### src/sfc_defs.svh
/*
  Constants of the serial flash command front end: opcodes, dummy byte
  counts, address field positions, counter limits and reset values.
  Assumes it is included by bare name after the package is compiled.
*/
`ifndef SFC_DEFS_SVH
`define SFC_DEFS_SVH

// main array reads
`define SFC_OP_RD_LEGACY   8'hE8
`define SFC_OP_RD_FAST     8'h0B
`define SFC_OP_RD_SLOW     8'h03
`define SFC_OP_RD_LOWPWR   8'h01
// other opcodes, values arbitrary
`define SFC_OP_RD_BUF      8'h10
`define SFC_OP_BUF_WRITE   8'h11
`define SFC_OP_PROG_BUF    8'h12
`define SFC_OP_PROG_DIRECT 8'h13
`define SFC_OP_ER_PAGE     8'h14
`define SFC_OP_ER_BLOCK    8'h15
`define SFC_OP_ER_SECTOR   8'h16
`define SFC_OP_ER_CHIP     8'h17
`define SFC_OP_PROT_EN     8'h18
`define SFC_OP_LOCKDOWN    8'h19
`define SFC_OP_SPR_ERASE   8'h1A
`define SFC_OP_SPR_PROG    8'h1B

// dummy bytes after the address
`define SFC_DUMMY_LEGACY   3'h4
`define SFC_DUMMY_FAST     3'h1
`define SFC_DUMMY_BUF      3'h1
`define SFC_DUMMY_NONE     3'h0

// framing counters
`define SFC_BIT_LAST       3'h7
`define SFC_ADDR_LAST      3'h2
`define SFC_DUMMY_FINAL    3'h1

// address layout
`define SFC_PAGE_W         10
`define SFC_BYTE_W         9
`define SFC_STD_PAGE_LSB   9
`define SFC_BIN_PAGE_LSB   8
`define SFC_SECT_LSB       7

// reset values
`define SFC_CS_IDLE        1'b1
`define SFC_SCK_IDLE       1'b0

`endif

### src/sfc_pkg.sv
/*
  Types of the serial flash command front end: command kinds and the
  one-hot frame states. Assumes nothing of its surroundings.
*/
package sfc_pkg;

  typedef enum logic [3:0] {
    KIND_NONE, KIND_RD_ARRAY, KIND_RD_BUF, KIND_BUF_WRITE, KIND_PROG_BUF,
    KIND_PROG_DIRECT, KIND_ER_PAGE, KIND_ER_BLOCK, KIND_ER_SECTOR, KIND_ER_CHIP,
    KIND_PROT_EN, KIND_LOCKDOWN, KIND_SPR_ERASE, KIND_SPR_PROG
  } sfc_kind_t;

  typedef enum logic [6:0] {
    ST_IDLE   = 7'h01,
    ST_OPC    = 7'h02,
    ST_ADDR   = 7'h04,
    ST_DUMMY  = 7'h08,
    ST_RDATA  = 7'h10,
    ST_WDATA  = 7'h20,
    ST_IGNORE = 7'h40
  } sfc_state_t;

endpackage : sfc_pkg

### src/sfc_byte_if.sv
/*
  Byte-level link between the serial shifter and the frame controller.
  Assumes both ends run on the same clk.
*/
`timescale 1ns/1ps
`default_nettype none
interface sfc_byte_if;
  logic       rise;
  logic       fall;
  logic       csFall;
  logic       byteDone;
  logic [7:0] rxByte;
  modport src (output rise, fall, csFall, byteDone, rxByte);
  modport dst (input rise, fall, csFall, byteDone, rxByte);
endinterface : sfc_byte_if
`default_nettype wire

### src/sfc_fifo.sv
/*
  Synchronous FIFO with valid/ready on both sides.
  Assumes D is a power of two and one clock domain.
*/
`timescale 1ns/1ps
`default_nettype none
module sfc_fifo #(
  parameter int W = 8,
  parameter int D = 16
) (
  // system
  input  wire logic         clk,
  input  wire logic         rst,
  // fill side
  input  wire logic         inValid,
  output logic              inReady,
  input  wire logic [W-1:0] inData,
  // drain side
  output logic              outValid,
  input  wire logic         outReady,
  output logic [W-1:0]      outData
);
  localparam int AW = $clog2(D);

  logic [W-1:0] mem [D];
  logic [AW:0]  wrPtr;
  logic [AW:0]  rdPtr;
  logic [AW:0]  next_wrPtr;
  logic [AW:0]  next_rdPtr;
  logic         full;
  logic         empty;
  logic         doPush;
  logic         doPop;

  // extra pointer bit tells full from empty
  assign full     = (wrPtr[AW] != rdPtr[AW]) && (wrPtr[AW-1:0] == rdPtr[AW-1:0]);
  assign empty    = (wrPtr == rdPtr);
  assign inReady  = !full;
  assign outValid = !empty;
  assign outData  = mem[rdPtr[AW-1:0]];
  assign doPush   = inValid && !full;
  assign doPop    = outReady && !empty;

  always_comb
  begin
    next_wrPtr = wrPtr + {{AW{1'b0}}, doPush};
    next_rdPtr = rdPtr + {{AW{1'b0}}, doPop};
  end

  always_ff @(posedge clk or posedge rst)
  begin
    if (rst)
    begin
      wrPtr <= '0;
      rdPtr <= '0;
    end
    else
    begin
      wrPtr <= next_wrPtr;
      rdPtr <= next_rdPtr;
    end
  end

  // storage carries no reset
  always_ff @(posedge clk)
  begin
    if (doPush)
      mem[wrPtr[AW-1:0]] <= inData;
  end
endmodule : sfc_fifo
`default_nettype wire

### src/sfc_shift.sv
/*
  Serial input shifter: finds link clock edges and assembles bytes.
  Assumes csN, sck and si are synchronous to clk and sck is much slower.
*/
`timescale 1ns/1ps
`default_nettype none
`include "sfc_defs.svh"
module sfc_shift (
  // system
  input  wire logic clk,
  input  wire logic rst,
  // serial pins
  input  wire logic csN,
  input  wire logic sck,
  input  wire logic si,
  input  wire logic resetN,
  // byte link
  sfc_byte_if.src   lnk
);
  logic       sckQ;
  logic       csQ;
  logic       done;
  logic [2:0] cnt;
  logic [7:0] sh;
  logic       next_sckQ;
  logic       next_csQ;
  logic       next_done;
  logic [2:0] next_cnt;
  logic [7:0] next_sh;

  assign lnk.rise     = !csN && sck && !sckQ;
  assign lnk.fall     = !csN && !sck && sckQ;
  assign lnk.csFall   = !csN && csQ;
  assign lnk.byteDone = done;
  assign lnk.rxByte   = sh;

  always_comb
  begin
    next_sckQ = sck;
    next_csQ  = csN;
    next_sh   = sh;
    next_cnt  = cnt;
    next_done = 1'b0;
    if (csN || !resetN)
      next_cnt = '0;
    else if (lnk.rise)
    begin
      next_sh   = {sh[6:0], si};
      next_cnt  = cnt + 3'h1;
      next_done = (cnt == `SFC_BIT_LAST);
    end
  end

  always_ff @(posedge clk or posedge rst)
  begin
    if (rst)
    begin
      sckQ <= `SFC_SCK_IDLE;
      csQ  <= `SFC_CS_IDLE;
      sh   <= '0;
      cnt  <= '0;
      done <= 1'b0;
    end
    else
    begin
      sckQ <= next_sckQ;
      csQ  <= next_csQ;
      sh   <= next_sh;
      cnt  <= next_cnt;
      done <= next_done;
    end
  end

  a_deselect_ignored: assert property (@(posedge clk) disable iff (rst) csN |=> (cnt == '0) && !done)
    else $error("serial input taken while deselected");
endmodule : sfc_shift
`default_nettype wire

### src/sfc_frontend.sv
/*
  Command front end of a serial flash: frames opcode, address and data
  from the serial link, gates program and erase by write protect.
  Assumes link pins synchronous to clk; array, buffer and protection
  store live in a back end behind the command and data ports.
*/
// Summary of operation
// - protected sectors refuse program and erase while write protect low, any software state.
// - protection register changes refused while write protect is low.
// - program or erase opcode under write protect is dropped; idle at deselect.
// - protection enable and lockdown still accepted under write protect.
// - write protect pin left open reads high, meaning unprotected.
// - reset pin low aborts the operation and returns the controller to idle.
// - device stays reset while reset pin low, resumes when it rises.
// - internal power-on reset; reset pin needs no sequence at power-up.
// - a frame opens with chip select falling, then opcode, then address.
// - bits shift in on si on rising clock edges only while selected.
// - every opcode, address and data byte travels msb first.
// - three address bytes, leading don't-care bits, then real address bits.
// - 264-byte pages take a nine-bit buffer byte address.
// - 264-byte pages split main address into ten-bit page, nine-bit offset.
// - 256-byte pages take an eight-bit buffer byte address.
// - 256-byte pages use bits 17..8 as page and 7..0 as offset.
// - main array and buffer reads by opcode; clock modes 0 and 3.
// - erase of chip, sector, block or page.
// - program of whole page or a variable number of bytes.
// - input sampled on rising clock edge, output changes on falling edge.
// - deselected, output is high impedance and input is ignored.
// - chip select rising ends the operation; standby waits for busy to clear.
`timescale 1ns/1ps
`default_nettype none
`include "sfc_defs.svh"
module sfc_frontend
  import sfc_pkg::*;
#(
  parameter int FIFO_DEPTH = 16,
  parameter int NSECT      = 8
) (
  // system
  input  wire logic             clk,
  input  wire logic             rst,
  // serial link
  input  wire logic             csN,
  input  wire logic             sck,
  input  wire logic             si,
  output logic                  so,
  output logic                  soOe,
  // device control pins
  input  wire logic             wpN,
  input  wire logic             resetN,
  // configuration
  input  wire logic             pageBin,
  input  wire logic             swProtOn,
  input  wire logic [NSECT-1:0] sectorProt,
  // command to back end
  output logic                  cmdStart,
  output logic                  cmdEnd,
  output var sfc_kind_t         cmdKind,
  output logic [9:0]            cmdPage,
  output logic [8:0]            cmdByte,
  // read data
  input  wire logic [7:0]       rdByte,
  output logic                  rdNext,
  // write data
  output logic [7:0]            wrData,
  output logic                  wrValid,
  input  wire logic             wrReady,
  output logic                  wrOverrun,
  // status
  input  wire logic             busy,
  output logic                  standby
);
  sfc_byte_if lnk ();

  sfc_state_t state, next_state;
  sfc_kind_t  kind, next_kind, opKind, next_cmdKind;
  logic [7:0]  op, next_op;
  logic [23:0] addr, next_addr;
  logic [2:0]  cnt, next_cnt;
  logic [7:0]  txSh, next_txSh;
  logic [2:0]  txCnt, next_txCnt;
  logic [7:0]  pushData, next_pushData;
  logic [9:0]  next_cmdPage;
  logic [8:0]  next_cmdByte;
  logic        push, next_push, fifoReady;
  logic        next_so, next_soOe, next_cmdStart, next_cmdEnd;
  logic        next_rdNext, next_wrOverrun, next_standby;
  logic [23:0] fullAddr;
  logic [18:0] split;
  logic [2:0]  sector;
  logic        protHit;

  sfc_shift u_shift (
    .clk    (clk),
    .rst    (rst),
    .csN    (csN),
    .sck    (sck),
    .si     (si),
    .resetN (resetN),
    .lnk    (lnk.src)
  );

  // the serial host cannot be stalled, so a full fifo drops bytes and flags it
  sfc_fifo #(.W(8), .D(FIFO_DEPTH)) u_fifo (
    .clk      (clk),
    .rst      (rst),
    .inValid  (push),
    .inReady  (fifoReady),
    .inData   (pushData),
    .outValid (wrValid),
    .outReady (wrReady),
    .outData  (wrData)
  );

  function automatic sfc_kind_t op_kind(input logic [7:0] o);
    case (o)
      `SFC_OP_RD_LEGACY, `SFC_OP_RD_FAST,
      `SFC_OP_RD_SLOW, `SFC_OP_RD_LOWPWR: return KIND_RD_ARRAY;
      `SFC_OP_RD_BUF:      return KIND_RD_BUF;
      `SFC_OP_BUF_WRITE:   return KIND_BUF_WRITE;
      `SFC_OP_PROG_BUF:    return KIND_PROG_BUF;
      `SFC_OP_PROG_DIRECT: return KIND_PROG_DIRECT;
      `SFC_OP_ER_PAGE:     return KIND_ER_PAGE;
      `SFC_OP_ER_BLOCK:    return KIND_ER_BLOCK;
      `SFC_OP_ER_SECTOR:   return KIND_ER_SECTOR;
      `SFC_OP_ER_CHIP:     return KIND_ER_CHIP;
      `SFC_OP_PROT_EN:     return KIND_PROT_EN;
      `SFC_OP_LOCKDOWN:    return KIND_LOCKDOWN;
      `SFC_OP_SPR_ERASE:   return KIND_SPR_ERASE;
      `SFC_OP_SPR_PROG:    return KIND_SPR_PROG;
      default:             return KIND_NONE;
    endcase
  endfunction : op_kind

  function automatic logic is_prog_erase(input sfc_kind_t k);
    return k inside {KIND_PROG_BUF, KIND_PROG_DIRECT, KIND_ER_PAGE,
                     KIND_ER_BLOCK, KIND_ER_SECTOR, KIND_ER_CHIP};
  endfunction : is_prog_erase

  function automatic logic [2:0] dummy_bytes(input logic [7:0] o);
    case (o)
      `SFC_OP_RD_LEGACY: return `SFC_DUMMY_LEGACY;
      `SFC_OP_RD_FAST:   return `SFC_DUMMY_FAST;
      `SFC_OP_RD_BUF:    return `SFC_DUMMY_BUF;
      default:           return `SFC_DUMMY_NONE;
    endcase
  endfunction : dummy_bytes

  // returns {page, byte offset}; leading address bits are don't-care
  function automatic logic [18:0] split_addr(input logic [23:0] a, input logic bin, input logic isBuf);
    logic [9:0] pg;
    logic [8:0] by;
    if (bin)
    begin
      pg = a[`SFC_BIN_PAGE_LSB +: `SFC_PAGE_W];
      by = {1'b0, a[`SFC_BIN_PAGE_LSB-1:0]};
    end
    else
    begin
      pg = a[`SFC_STD_PAGE_LSB +: `SFC_PAGE_W];
      by = a[`SFC_BYTE_W-1:0];
    end
    if (isBuf)
      pg = '0;
    return {pg, by};
  endfunction : split_addr

  assign opKind   = op_kind(lnk.rxByte);
  assign fullAddr = {addr[15:0], lnk.rxByte};
  assign split    = split_addr(fullAddr, pageBin, kind inside {KIND_RD_BUF, KIND_BUF_WRITE});
  assign sector   = split[18:18-`SFC_PAGE_W+`SFC_SECT_LSB+1];
  // open write protect pad is pulled high, i.e. unprotected
  assign protHit  = is_prog_erase(kind) && sectorProt[sector] && (swProtOn || !wpN);

  always_comb
  begin
    next_state     = state;
    next_kind      = kind;
    next_op        = op;
    next_addr      = addr;
    next_cnt       = cnt;
    next_txSh      = txSh;
    next_txCnt     = txCnt;
    next_so        = so;
    next_soOe      = 1'b0;
    next_cmdStart  = 1'b0;
    next_cmdEnd    = 1'b0;
    next_cmdKind   = cmdKind;
    next_cmdPage   = cmdPage;
    next_cmdByte   = cmdByte;
    next_rdNext    = 1'b0;
    next_push      = 1'b0;
    next_pushData  = pushData;
    next_wrOverrun = wrOverrun;
    next_standby   = csN && !busy;
    if (!resetN)
    begin
      next_state  = ST_IDLE;
      next_cmdEnd = (state != ST_IDLE);
    end
    else if (csN)
    begin
      next_state  = ST_IDLE;
      next_cmdEnd = (state != ST_IDLE);
    end
    else
    begin
      case (state)
        ST_IDLE:
        begin
          // low select without a falling edge, e.g. after a reset pin pulse, is not a frame
          next_state = lnk.csFall ? ST_OPC : ST_IGNORE;
          next_cnt   = '0;
          if (lnk.csFall)
            next_wrOverrun = 1'b0;
        end
        ST_OPC:
          if (lnk.byteDone)
          begin
            next_op   = lnk.rxByte;
            next_kind = opKind;
            next_cnt  = '0;
            if (opKind == KIND_NONE)
              next_state = ST_IGNORE;
            else if (!wpN && is_prog_erase(opKind))
              next_state = ST_IGNORE;
            else if (!wpN && (opKind inside {KIND_SPR_ERASE, KIND_SPR_PROG}))
              next_state = ST_IGNORE;
            else if (opKind inside {KIND_ER_CHIP, KIND_PROT_EN, KIND_SPR_ERASE, KIND_SPR_PROG})
            begin
              next_cmdStart = 1'b1;
              next_cmdKind  = opKind;
              next_state    = (opKind == KIND_SPR_PROG) ? ST_WDATA : ST_IGNORE;
            end
            else
              next_state = ST_ADDR;
          end
        ST_ADDR:
          if (lnk.byteDone)
          begin
            next_addr = fullAddr;
            next_cnt  = cnt + 3'h1;
            if (cnt == `SFC_ADDR_LAST)
            begin
              if (protHit)
                next_state = ST_IGNORE;
              else
              begin
                next_cmdStart = 1'b1;
                next_cmdKind  = kind;
                next_cmdPage  = split[18:9];
                next_cmdByte  = split[8:0];
                next_txCnt    = '0;
                next_cnt      = dummy_bytes(op);
                if (kind inside {KIND_RD_ARRAY, KIND_RD_BUF})
                  next_state = (dummy_bytes(op) == `SFC_DUMMY_NONE) ? ST_RDATA : ST_DUMMY;
                else if (kind inside {KIND_BUF_WRITE, KIND_PROG_DIRECT})
                  next_state = ST_WDATA;
                else
                  next_state = ST_IGNORE;
              end
            end
          end
        ST_DUMMY:
          if (lnk.byteDone)
          begin
            next_cnt = cnt - 3'h1;
            if (cnt == `SFC_DUMMY_FINAL)
              next_state = ST_RDATA;
          end
        ST_RDATA:
        begin
          next_soOe = 1'b1;
          if (lnk.fall)
          begin
            if (txCnt == '0)
            begin
              next_so     = rdByte[7];
              next_txSh   = {rdByte[6:0], 1'b0};
              next_txCnt  = `SFC_BIT_LAST;
              next_rdNext = 1'b1;
            end
            else
            begin
              next_so    = txSh[7];
              next_txSh  = {txSh[6:0], 1'b0};
              next_txCnt = txCnt - 3'h1;
            end
          end
        end
        ST_WDATA:
          if (lnk.byteDone)
          begin
            if (fifoReady)
            begin
              next_push     = 1'b1;
              next_pushData = lnk.rxByte;
            end
            else
              next_wrOverrun = 1'b1;
          end
        ST_IGNORE:
          next_state = ST_IGNORE;
        default:
          next_state = ST_IDLE;
      endcase
    end
  end

  // rst is the internal power-on reset
  always_ff @(posedge clk or posedge rst)
  begin
    if (rst)
    begin
      state     <= ST_IDLE;
      kind      <= KIND_NONE;
      op        <= '0;
      addr      <= '0;
      cnt       <= '0;
      txSh      <= '0;
      txCnt     <= '0;
      so        <= 1'b0;
      soOe      <= 1'b0;
      cmdStart  <= 1'b0;
      cmdEnd    <= 1'b0;
      cmdKind   <= KIND_NONE;
      cmdPage   <= '0;
      cmdByte   <= '0;
      rdNext    <= 1'b0;
      push      <= 1'b0;
      pushData  <= '0;
      wrOverrun <= 1'b0;
      standby   <= 1'b1;
    end
    else
    begin
      state     <= next_state;
      kind      <= next_kind;
      op        <= next_op;
      addr      <= next_addr;
      cnt       <= next_cnt;
      txSh      <= next_txSh;
      txCnt     <= next_txCnt;
      so        <= next_so;
      soOe      <= next_soOe;
      cmdStart  <= next_cmdStart;
      cmdEnd    <= next_cmdEnd;
      cmdKind   <= next_cmdKind;
      cmdPage   <= next_cmdPage;
      cmdByte   <= next_cmdByte;
      rdNext    <= next_rdNext;
      push      <= next_push;
      pushData  <= next_pushData;
      wrOverrun <= next_wrOverrun;
      standby   <= next_standby;
    end
  end

  a_wp_drops_cmd: assert property (@(posedge clk) disable iff (rst)
    (state == ST_OPC && lnk.byteDone && !csN && resetN && !wpN && is_prog_erase(opKind))
      |=> state == ST_IGNORE ##1 !cmdStart)
    else $error("program or erase accepted under write protect");
  a_spr_locked: assert property (@(posedge clk) disable iff (rst)
    (state == ST_OPC && lnk.byteDone && !csN && resetN && !wpN && opKind == KIND_SPR_PROG) |=> ##1 !cmdStart)
    else $error("protection register change under write protect");
  a_prot_allowed: assert property (@(posedge clk) disable iff (rst)
    (state == ST_OPC && lnk.byteDone && !csN && resetN && !wpN && opKind == KIND_PROT_EN)
      |=> cmdStart && cmdKind == KIND_PROT_EN)
    else $error("protection enable refused under write protect");
  a_sector_guard: assert property (@(posedge clk) disable iff (rst)
    (state == ST_ADDR && lnk.byteDone && cnt == `SFC_ADDR_LAST && !csN && resetN && protHit)
      |=> !cmdStart && state == ST_IGNORE)
    else $error("protected sector program or erase issued");
  a_unknown_opc: assert property (@(posedge clk) disable iff (rst)
    (state == ST_OPC && lnk.byteDone && !csN && resetN && opKind == KIND_NONE)
      |=> (state == ST_IGNORE && !cmdStart) [*2])
    else $error("unknown opcode not ignored");
  a_pin_reset: assert property (@(posedge clk) disable iff (rst)
    (!resetN && state != ST_IDLE) |=> state == ST_IDLE && cmdEnd)
    else $error("reset pin did not abort");
  a_deselect_hiz: assert property (@(posedge clk) disable iff (rst)
    csN |=> !soOe ##1 (!soOe || !csN))
    else $error("output driven while deselected");
  a_standby_wait: assert property (@(posedge clk) disable iff (rst)
    (csN && busy) |=> !standby)
    else $error("standby entered during busy");
  a_out_on_fall: assert property (@(posedge clk) disable iff (rst)
    (so != $past(so) && soOe && $past(soOe)) |-> $past(lnk.fall))
    else $error("output changed away from a falling edge");
endmodule : sfc_frontend
`default_nettype wire

### config.mk
export PLATFORM = sky130hd
export DESIGN_NAME = sfc_frontend
export DESIGN_NICKNAME = d
export VERILOG_FILES = /design/src/sfc_pkg.sv /design/src/sfc_byte_if.sv /design/src/sfc_fifo.sv /design/src/sfc_shift.sv /design/src/sfc_frontend.sv
export VERILOG_INCLUDE_DIRS = /design/src
export SDC_FILE = /design/constraint.sdc
export NUM_CORES = 1
export LEC_CHECK = 0
export BUFFER_PORTS_ARGS = -buffer_cell sky130_fd_sc_hd__buf_2
export CAP_MARGIN = 20
export CORE_UTILIZATION = 40
export DETAILED_ROUTE_END_ITERATION = 8
export GPL_TIMING_DRIVEN = 0
export REMOVE_ABC_BUFFERS = 1
export SLEW_MARGIN = 20
export SYNTH_ARGS = -nofsm -noshare
export SYNTH_HDL_FRONTEND = slang
export SYNTH_HIERARCHICAL = 1
export SYNTH_SLANG_ARGS = --single-unit
### constraint.sdc
create_clock -name clk -period 2.3 [get_ports clk]
set_input_delay 0.23 -clock clk [delete_from_list [all_inputs] [get_ports clk]]
set_output_delay 0.23 -clock clk [all_outputs]
set_load 0.02 [all_outputs]
==> metrics.yaml, run 1 <==
hold_path:
  hold_path_class: "in -> reg"
  hp-start: "rdByte[1]"
worst_setup_path:
  crit_slowest_cell: "sky130_fd_sc_hd__dfrtp_4"
  worstSetupEndpointType: "output pin"
  worstSetupPathType: "reg -> out"
  critical-path-max-stage-delay_ns: 0.56
  worst_setup_path_start_kind: "flip-flop"
  critPathTopFamily: "flip-flops"
  crit_arrival_ns: 2.24
  timing.critical_path.buf_inv: 3
  worst_ep_required_time_ns: 2.07
  worstPathCellList: "buf_12 -> buf_4 -> mux2i_1 -> a221oi_2 -> o21ai_1 -> nand2_2 -> buf_6"
  worstPathMaxFanout: 8
  reg2reg_from: "kind[3]$_DFFE_PP0P_"
  worstSetupStartpoint: "u_fifo/rdPtr[0]$_DFF_PP0_"
power:
  power.net_switching_mw: 2.07
  switching_fraction_pct: 22.6
  ir_drop_worst_vdd_mv: 0.712
  register_share_of_total_power_pct: 50.1
  power_mw: 9.17
  p_per_area_nw_per_um2: 669
  power.share.clock_pct: 44.0
  power_leakage_nw: 5.68
  power.share.combinational_pct: 5.9
  p_int_mw: 7.10
placed_design:
  dpl.cell_count: 1165
  placedInstanceArea_um2: 11300
  io_buffer_count: 65
  place.gp.congestion: 0.786
  dpl.hpwl_mm: 14.7
synth:
  ys.flop_type: "sky130_fd_sc_hd__edfxtp_1"
  synth.avg_cell_area_um2: 13.4
  synth_warnings: 6
  syn-cell-area_um2: 10800
  most_frequent_cells_after_synthesis: "sky130_fd_sc_hd__edfxtp_1 (128), sky130_fd_sc_hd__dfrtp_1 (103), sky130_fd_sc_hd__nand2_1 (92)"
  synthCells: 806
  async_reset_ff_share_pct: 45.3
  synth_cell_type_count: 76
  synth_most_common_cell: "sky130_fd_sc_hd__edfxtp_1"
  synth_sequential_area_ratio_pct: 60.3
  synth_largest_type_area_fraction_pct: 35.6
  synth_enable_flop_cells: 128
  synth.area.top_cells: "sky130_fd_sc_hd__edfxtp_1 (36%), sky130_fd_sc_hd__dfrtp_1 (24%), sky130_fd_sc_hd__mux2i_1 (4.3%), sky130_fd_sc_hd__mux2_4 (3.8%), sky130_fd_sc_hd__nand2_1 (3.2%)"
  synth_top_cell_by_area: "sky130_fd_sc_hd__edfxtp_1"
  yosys_register_bits: 234
timing:
  postLayoutSetupSlackWorst_ns: -0.171
  final_min_period_over_clock_period_pct: 107
  final-max-slew-violation-count: 0
  grt_setup_unrepaired: "yes"
  max_freq_mhz: 405
  hold_ws_ns: 0.0137
  tightest_slew_ns: 0.631
  timing.clock.skew_ns: 0.0137
  finalHoldViolations: 0
  timing.final.crit_period_ns: 2.47
  final-setup-viol-count: 60
  slew-limit-headroom_pct: 57.9
cells_and_area:
  layout-drive-gt1-share_pct: 36.2
  nNetsFinal: 984
  finish.cell_count_without_fillers: 1298
  fin_area_um2: 13700
  area_growth_syn_to_layout_pct: 27.2
  n_antenna_cell: 0
status:
  result_of_the_run: "complete, but fails checks"
  violations: "DRC, setup timing"
global_route:
  grt_util_all_layers_pct: 17.8
  grt-ovfl-total: 0
  grt_start_max_net_pins: 43
  number_of_global_route_vias_before_repair: 6858
  first_pass_grt_wire_length_mm: 38.7
  antenna_found_initial: 0
clocking:
  cts_buffer_count: 25
  cts.clk_slew.worst_paths_ns: 0.06
  cts_tree: "yes"
  clockRootBuffer: "sky130_fd_sc_hd__clkbuf_16"
  clkLatencyLatePin_ns: 0.51
  clock_tree.buffer_depth: 3
  ctsHtreeMaxLevel: 1
  numClockSinks: 234
route:
  routed_wl_mm: 25.5
  dr.first_iter.drc_count: 504
  route.layer.met1.wl_mm: 11.4
  drt-vias-per-instance: 5.33
  antenna_violating_nets_post_route: 0
  highest-signal-layer: "met4"
  drc: 2
  wl_per_cell_um: 19.7
  dr.pass1.iters: 7
  dr_total_vias: 6913
  wl_met3_um: 941
  met2WireLength_mm: 12.7
die:
  die_h_um: 166
  floorplan.rows: 59
  fp.coreArea_um2: 26300
  pin_count: 66
  floorplan.die_area_um2: 27600
  die_width_um: 166
  start_util_pct: 41.0
flow_run:
  drv_cap: 0
[worst reg2reg max path, delay by kind of cell, from the launching register on]
kind	cells	cell delay, ns
buf+inv	1	0.27
flops	1	0.45
mux	1	0.31
compound gates	3	0.72
simple gates	2	0.56
[power by group through the flow]
stage	clock network (mW)	logic (mW)	registers [mW]
after floorplan	0	0.330	4.61
after global placement	0	0.445	4.68
after detailed placement	0	0.454	4.67
after CTS	4.12	0.507	4.59
after global routing	4.29	0.587	4.61
final	4.04	0.540	4.60
[through the flow]
stage / setup slack, ns / TNS, ns / util (%)
floorplan: -1.47 / -202.62 / -
global placement: -3.04 / -538.78 / 42.5
detailed placement: -1.44 / -139.39 / 43.2
CTS: -0.184 / -1.29 / 49.5
global route: -0.251 / -9.60 / 52.2
finish: -0.171 / -4.38 / 52.2
[logic make-up (layout without fill, tap and decap cells)]
| logic type | count (synthesis) | count (layout) | share of synthesized area [%] |
|---|---|---|---|
| AND/OR/NAND/NOR | 252 | 255 | 11.8 |
| multiplexers | 108 | 108 | 13.4 |
| AO/OA/AOI/OAI | 117 | 118 | 7.81 |
| XOR/XNOR | 17 | 17 | 1.38 |
| adder cells (fa/ha/maj) | 12 | 12 | 1.39 |
| flip-flops | 234 | 234 | 60.3 |
| buffers and inverters | 66 | 219 | 3.96 |
[state kept, by name (all words and copies together) (netlist names), 8 cells and up]
register,flops
addr,11
cmdByte,9
cmdPage,10
op,8
pushData,8
u_fifo/mem,128
u_shift/lnk.rxByte,8
[final timing paths]
path	endpoint	slack, ns	cells after the start
max	wrData[6]	-0.17	7
min	txSh[2]$_DFFE_PP0P_	0.01	3
max reg2reg	cmdPage[9]$_DFFE_PP0P_	-0.10	7
min reg2reg	u_fifo/wrPtr[4]$_DFF_PP0_	0.48	1
max in group asynchronous	cmdPage[3]$_DFFE_PP0P_	1.33	4
min in group asynchronous	u_fifo/rdPtr[4]$_DFF_PP0_	0.28	3
[layer usage]
metal | GRT usage (%) | vias to the layer above
li1 | - | 3274
met1 | 23.1 | 3445
met2 | 30.5 | 161
met3 | 2.48 | 33
met4 | 6.42 | 0
met5 | 0 | -
[cell type report]
| cell class | count | area (um2) |
|---|---|---|
| repair buffers | 158 | 1340 |
| well taps | 335 | 419 |
| flip-flops and latches | 234 | 6530 |
| fillers | 2236 | 12600 |
| clock inverters | 10 | 108 |
| clock buffers | 35 | 723 |
| multi-input cells | 510 | 4540 |
| inverters | 16 | 62.6 |
[placed cells by master (no fill, tap or decap), types with 7 or more instances in the layout]
cell type,count
sky130_fd_sc_hd__edfxtp_1,128
sky130_fd_sc_hd__nand2_1,90
sky130_fd_sc_hd__dfrtp_1,85
sky130_fd_sc_hd__buf_2,59
sky130_fd_sc_hd__buf_4,53
sky130_fd_sc_hd__nor2_1,43
sky130_fd_sc_hd__mux2i_1,43
sky130_fd_sc_hd__mux2_4,31
sky130_fd_sc_hd__clkbuf_16,26
sky130_fd_sc_hd__o21ai_0,22
sky130_fd_sc_hd__buf_6,19
sky130_fd_sc_hd__nand2b_1,18
sky130_fd_sc_hd__a21oi_1,18
sky130_fd_sc_hd__mux4_2,16
sky130_fd_sc_hd__dfrtp_2,15
sky130_fd_sc_hd__inv_1,14
sky130_fd_sc_hd__dlygate4sd3_1,13
sky130_fd_sc_hd__nor3_4,12
sky130_fd_sc_hd__nand3_1,12
sky130_fd_sc_hd__a221oi_2,12
sky130_fd_sc_hd__buf_12,11
sky130_fd_sc_hd__xor2_1,10
sky130_fd_sc_hd__a31oi_1,10
sky130_fd_sc_hd__nor4_4,9
sky130_fd_sc_hd__nor3_1,9
sky130_fd_sc_hd__mux2_2,9
sky130_fd_sc_hd__o21ai_1,8
sky130_fd_sc_hd__ha_1,8
sky130_fd_sc_hd__nor2b_1,7
[repair_timing]
item	CTS	global route
gates cloned	3	3
pin swaps	25	49
hold endpoints to repair	72	0
setup endpoints to repair	223	135
setup buffers	32	38
resized for setup	78	79
hold buffers	13	0
Note: power is estimated with default switching activity, not from simulation.
==> run 2, diff against run 1 <==
- clock period: 2.3 -> 2.6 ns (I/O delays scaled with it)
==> run 2 against run 1 <==
The flow finishes with violations (DRC). Largest cell class unchanged. Power decreased by 12%. Cell area decreased by 8.4%. Critical endpoint is now wrData[3]. Via count decreased by 4.9%. Routed wire length decreased by 9.6%. Clock skew increased by 0.0035 ns. Flip-flop and latch count unchanged.
==> metrics.yaml, run 2 (synthesis gave the netlist of run 1 again) <==
worst_setup_path:
  worst_setup_path_start_kind: "flip-flop"  # unchanged
  worstPathCellList: "buf_12 -> buf_4 -> mux4_2 -> a22oi_1 -> nand2_1 -> buf_2"  # was buf_12 -> buf_4 -> mux2i_1 -> a221oi_2 -> o21ai_1 -> nand2_2 -> buf_6
  critPathTopFamily: "multiplexers"  # was flip-flops
  crit_slowest_cell: "sky130_fd_sc_hd__mux4_2"  # was sky130_fd_sc_hd__dfrtp_4
  worstSetupEndpointType: "output pin"  # unchanged
  worstPathMaxFanout: 14  # was 8
  timing.critical_path.buf_inv: 3  # unchanged
  worst_ep_required_time_ns: 2.34  # was 2.07 ns
  critical-path-max-stage-delay_ns: 0.54  # was 0.56 ns
  worstSetupPathType: "reg -> out"  # unchanged
  crit_arrival_ns: 2.26  # was 2.24 ns
route:
  dr.first_iter.drc_count: 457  # was 504
  dr_total_vias: 6575  # was 6913
  dr.pass1.iters: 7  # unchanged
  wl_per_cell_um: 18.7  # was 19.7 um
  antenna_violating_nets_post_route: 0  # unchanged
  drt-vias-per-instance: 5.33  # about the same
  routed_wl_mm: 23.1  # was 25.5 mm
  drc: 2  # unchanged
die:
  die_h_um: 166  # unchanged
  start_util_pct: 41.0  # unchanged
  floorplan.rows: 59  # unchanged
  pin_count: 66  # unchanged
  floorplan.die_area_um2: 27600  # unchanged
  fp.coreArea_um2: 26300  # unchanged
  die_width_um: 166  # unchanged
placed_design:
  dpl.cell_count: 1165  # unchanged
  placedInstanceArea_um2: 11300  # unchanged
  dpl.hpwl_mm: 14.7  # unchanged
  io_buffer_count: 65  # unchanged
  post_place_setup_slack_ns: -1.14  # was -1.44 ns
  place.gp.congestion: 0.786  # unchanged
clocking:
  clock_tree.buffer_depth: 3  # unchanged
  numClockSinks: 234  # unchanged
  cts.clk_slew.worst_paths_ns: 0.06  # about the same
  clkLatencyLatePin_ns: 0.51  # about the same
  cts_tree: "yes"  # unchanged
  cts_buffer_count: 25  # unchanged
  clockRootBuffer: "sky130_fd_sc_hd__clkbuf_16"  # unchanged
  ctsHtreeMaxLevel: 1  # unchanged
global_route:
  first_pass_grt_wire_length_mm: 36.4  # was 38.7 mm
  antenna_found_initial: 0  # unchanged
  number_of_global_route_vias_before_repair: 6551  # was 6858
  grt-ovfl-total: 0  # unchanged
  grt_util_all_layers_pct: 16.7  # was 17.8%
  grt_start_max_net_pins: 43  # unchanged
status:
  result_of_the_run: "complete, but fails checks"  # unchanged
  violations: "DRC"  # was DRC, setup timing
cells_and_area:
  n_antenna_cell: 0  # unchanged
  finish.cell_count_without_fillers: 1233  # was 1298
  most-common-layout-cells: "sky130_fd_sc_hd__edfxtp_1 (128), sky130_fd_sc_hd__dfrtp_1 (99), sky130_fd_sc_hd__nand2_1 (92)"  # was sky130_fd_sc_hd__edfxtp_1 (128), sky130_fd_sc_hd__nand2_1 (90), sky130_fd_sc_hd__dfrtp_1 (85)
  fin_area_um2: 12600  # was 13700 um2
  nNetsFinal: 919  # was 984
  layout-drive-gt1-share_pct: 25.8  # was 36.2%
  area_growth_syn_to_layout_pct: 16.5  # was 27.2%
  final_common_cell: "sky130_fd_sc_hd__edfxtp_1"  # unchanged
  largest_register_ff_count: 128  # unchanged
  fillerInstances: 2356  # was 2236
timing:
  max_freq_mhz: 397
  final_min_period_over_clock_period_pct: 96.8
  finalHoldViolations: 0  # unchanged
  postLayoutSetupSlackWorst_ns: 0.0841  # was -0.171 ns
  timing.clock.skew_ns: 0.0172  # was 0.0137 ns
  timing.final.crit_period_ns: 2.52
  grt_setup_unrepaired: "yes"  # unchanged
  final-max-slew-violation-count: 0  # unchanged
  tightest_slew_ns: 0.940  # was 0.631 ns
  final-setup-viol-count: 0  # was 60
  slew-limit-headroom_pct: 37.1  # was 57.9%
flow_run:
  drv_cap: 0  # unchanged
power:
  p_per_area_nw_per_um2: 640  # was 669 nW/um2
  ir_drop_worst_vdd_mv: 0.628  # was 0.712 mV
  power_mw: 8.05  # was 9.17 mW
  power_leakage_nw: 4.96  # was 5.68 nW
hold_path:
  hold_path_class: "in -> reg"  # unchanged
[run 2: cell types whose count changed in the layout (fill, tap and decap cells not counted), sizes merged]
| cell | before | now |
|---|---|---|
| a21bo | 2 | 1 |
| nand2 | 96 | 93 |
| buf | 144 | 86 |
| clkbuf | 36 | 35 |
| dlygate4sd3 | 13 | 11 |
| clkinv | 4 | 5 |
| inv | 16 | 15 |
[run 2: report_power, final]
group          internal (mW)  switching (mW)  leakage, nW
clock network           2.13            1.42        0.396
logic                  0.209           0.223         2.13
registers               3.92           0.135         2.44
[run 2: area by class of cell]
class                   instances  area [um2]  share of cell area (%)
repair buffers                 97         649                    5.17
clock buffers                  35         723                    5.75
well taps                     335         419                    3.33
inverters                      16        62.6                   0.498
clock inverters                10         108                   0.856
flip-flops and latches        234        6510                    51.8
multi-input cells             506        4100                    32.6
[run 2: worst paths after layout]
path	from	to	slack, ns	cells after the start
min in group asynchronous	rst	u_fifo/rdPtr[4]$_DFF_PP0_	0.31	3
worst max register to register	kind[1]$_DFFE_PP0P_	txCnt[2]$_DFFE_PP0P_	0.13	8
worst min register to register	txCnt[1]$_DFFE_PP0P_	txCnt[1]$_DFFE_PP0P_	0.48	1
max in group asynchronous	rst	op[6]$_DFFE_PP0P_	1.60	4
worst min-delay path	si	u_shift/lnk.rxByte[0]$_DFFE_PP0P_	0.03	2
worst max-delay path	u_fifo/rdPtr[0]$_DFF_PP0_	wrData[3]	0.08	6
[run 2: per-layer routing]
layer | GRT usage (%) | share of wire [%] | vias to the layer above
met3 | 2.22 | 3.3 | 33
met2 | 28.5 | 49 | 118
li1 | - | - | 3143
met4 | 4.75 | 2.2 | 0
met5 | 0 | 0 | -
met1 | 22.3 | 46 | 3281
[run 2: per-stage QoR]
stage	util (%)	TNS (ns)	hold slack, ns
finish	47.8	0	0.0253
global placement	42.5	-452.57	0.274
detailed placement	43.2	-76.08	0.296
CTS	47.6	0	0.00323
floorplan	-	-146.30	0.100
global route	47.8	-0.0208	0.0211
[run 2: worst register-to-register path, cell delays in order, from the launching register on]
cell                        delay [ns]
sky130_fd_sc_hd__dfrtp_1          0.51
sky130_fd_sc_hd__nor3b_4          0.29
sky130_fd_sc_hd__o21ai_0          0.19
sky130_fd_sc_hd__a2111oi_4        0.49
sky130_fd_sc_hd__a2111oi_4        0.08
sky130_fd_sc_hd__buf_4            0.18
sky130_fd_sc_hd__buf_4            0.15
sky130_fd_sc_hd__nor3b_2          0.15
sky130_fd_sc_hd__o311a_1          0.32
[run 2: repair_timing]
| action | 4_1_cts | 5_1_grt |
|---|---|---|
| resized for setup | 29 | 6 |
| hold buffers | 11 | 0 |
| pin swaps | 2 | 0 |
| endpoints found under the hold margin | 71 | 0 |
| setup buffers | 8 | 4 |
| endpoints found under the setup margin | 193 | 48 |
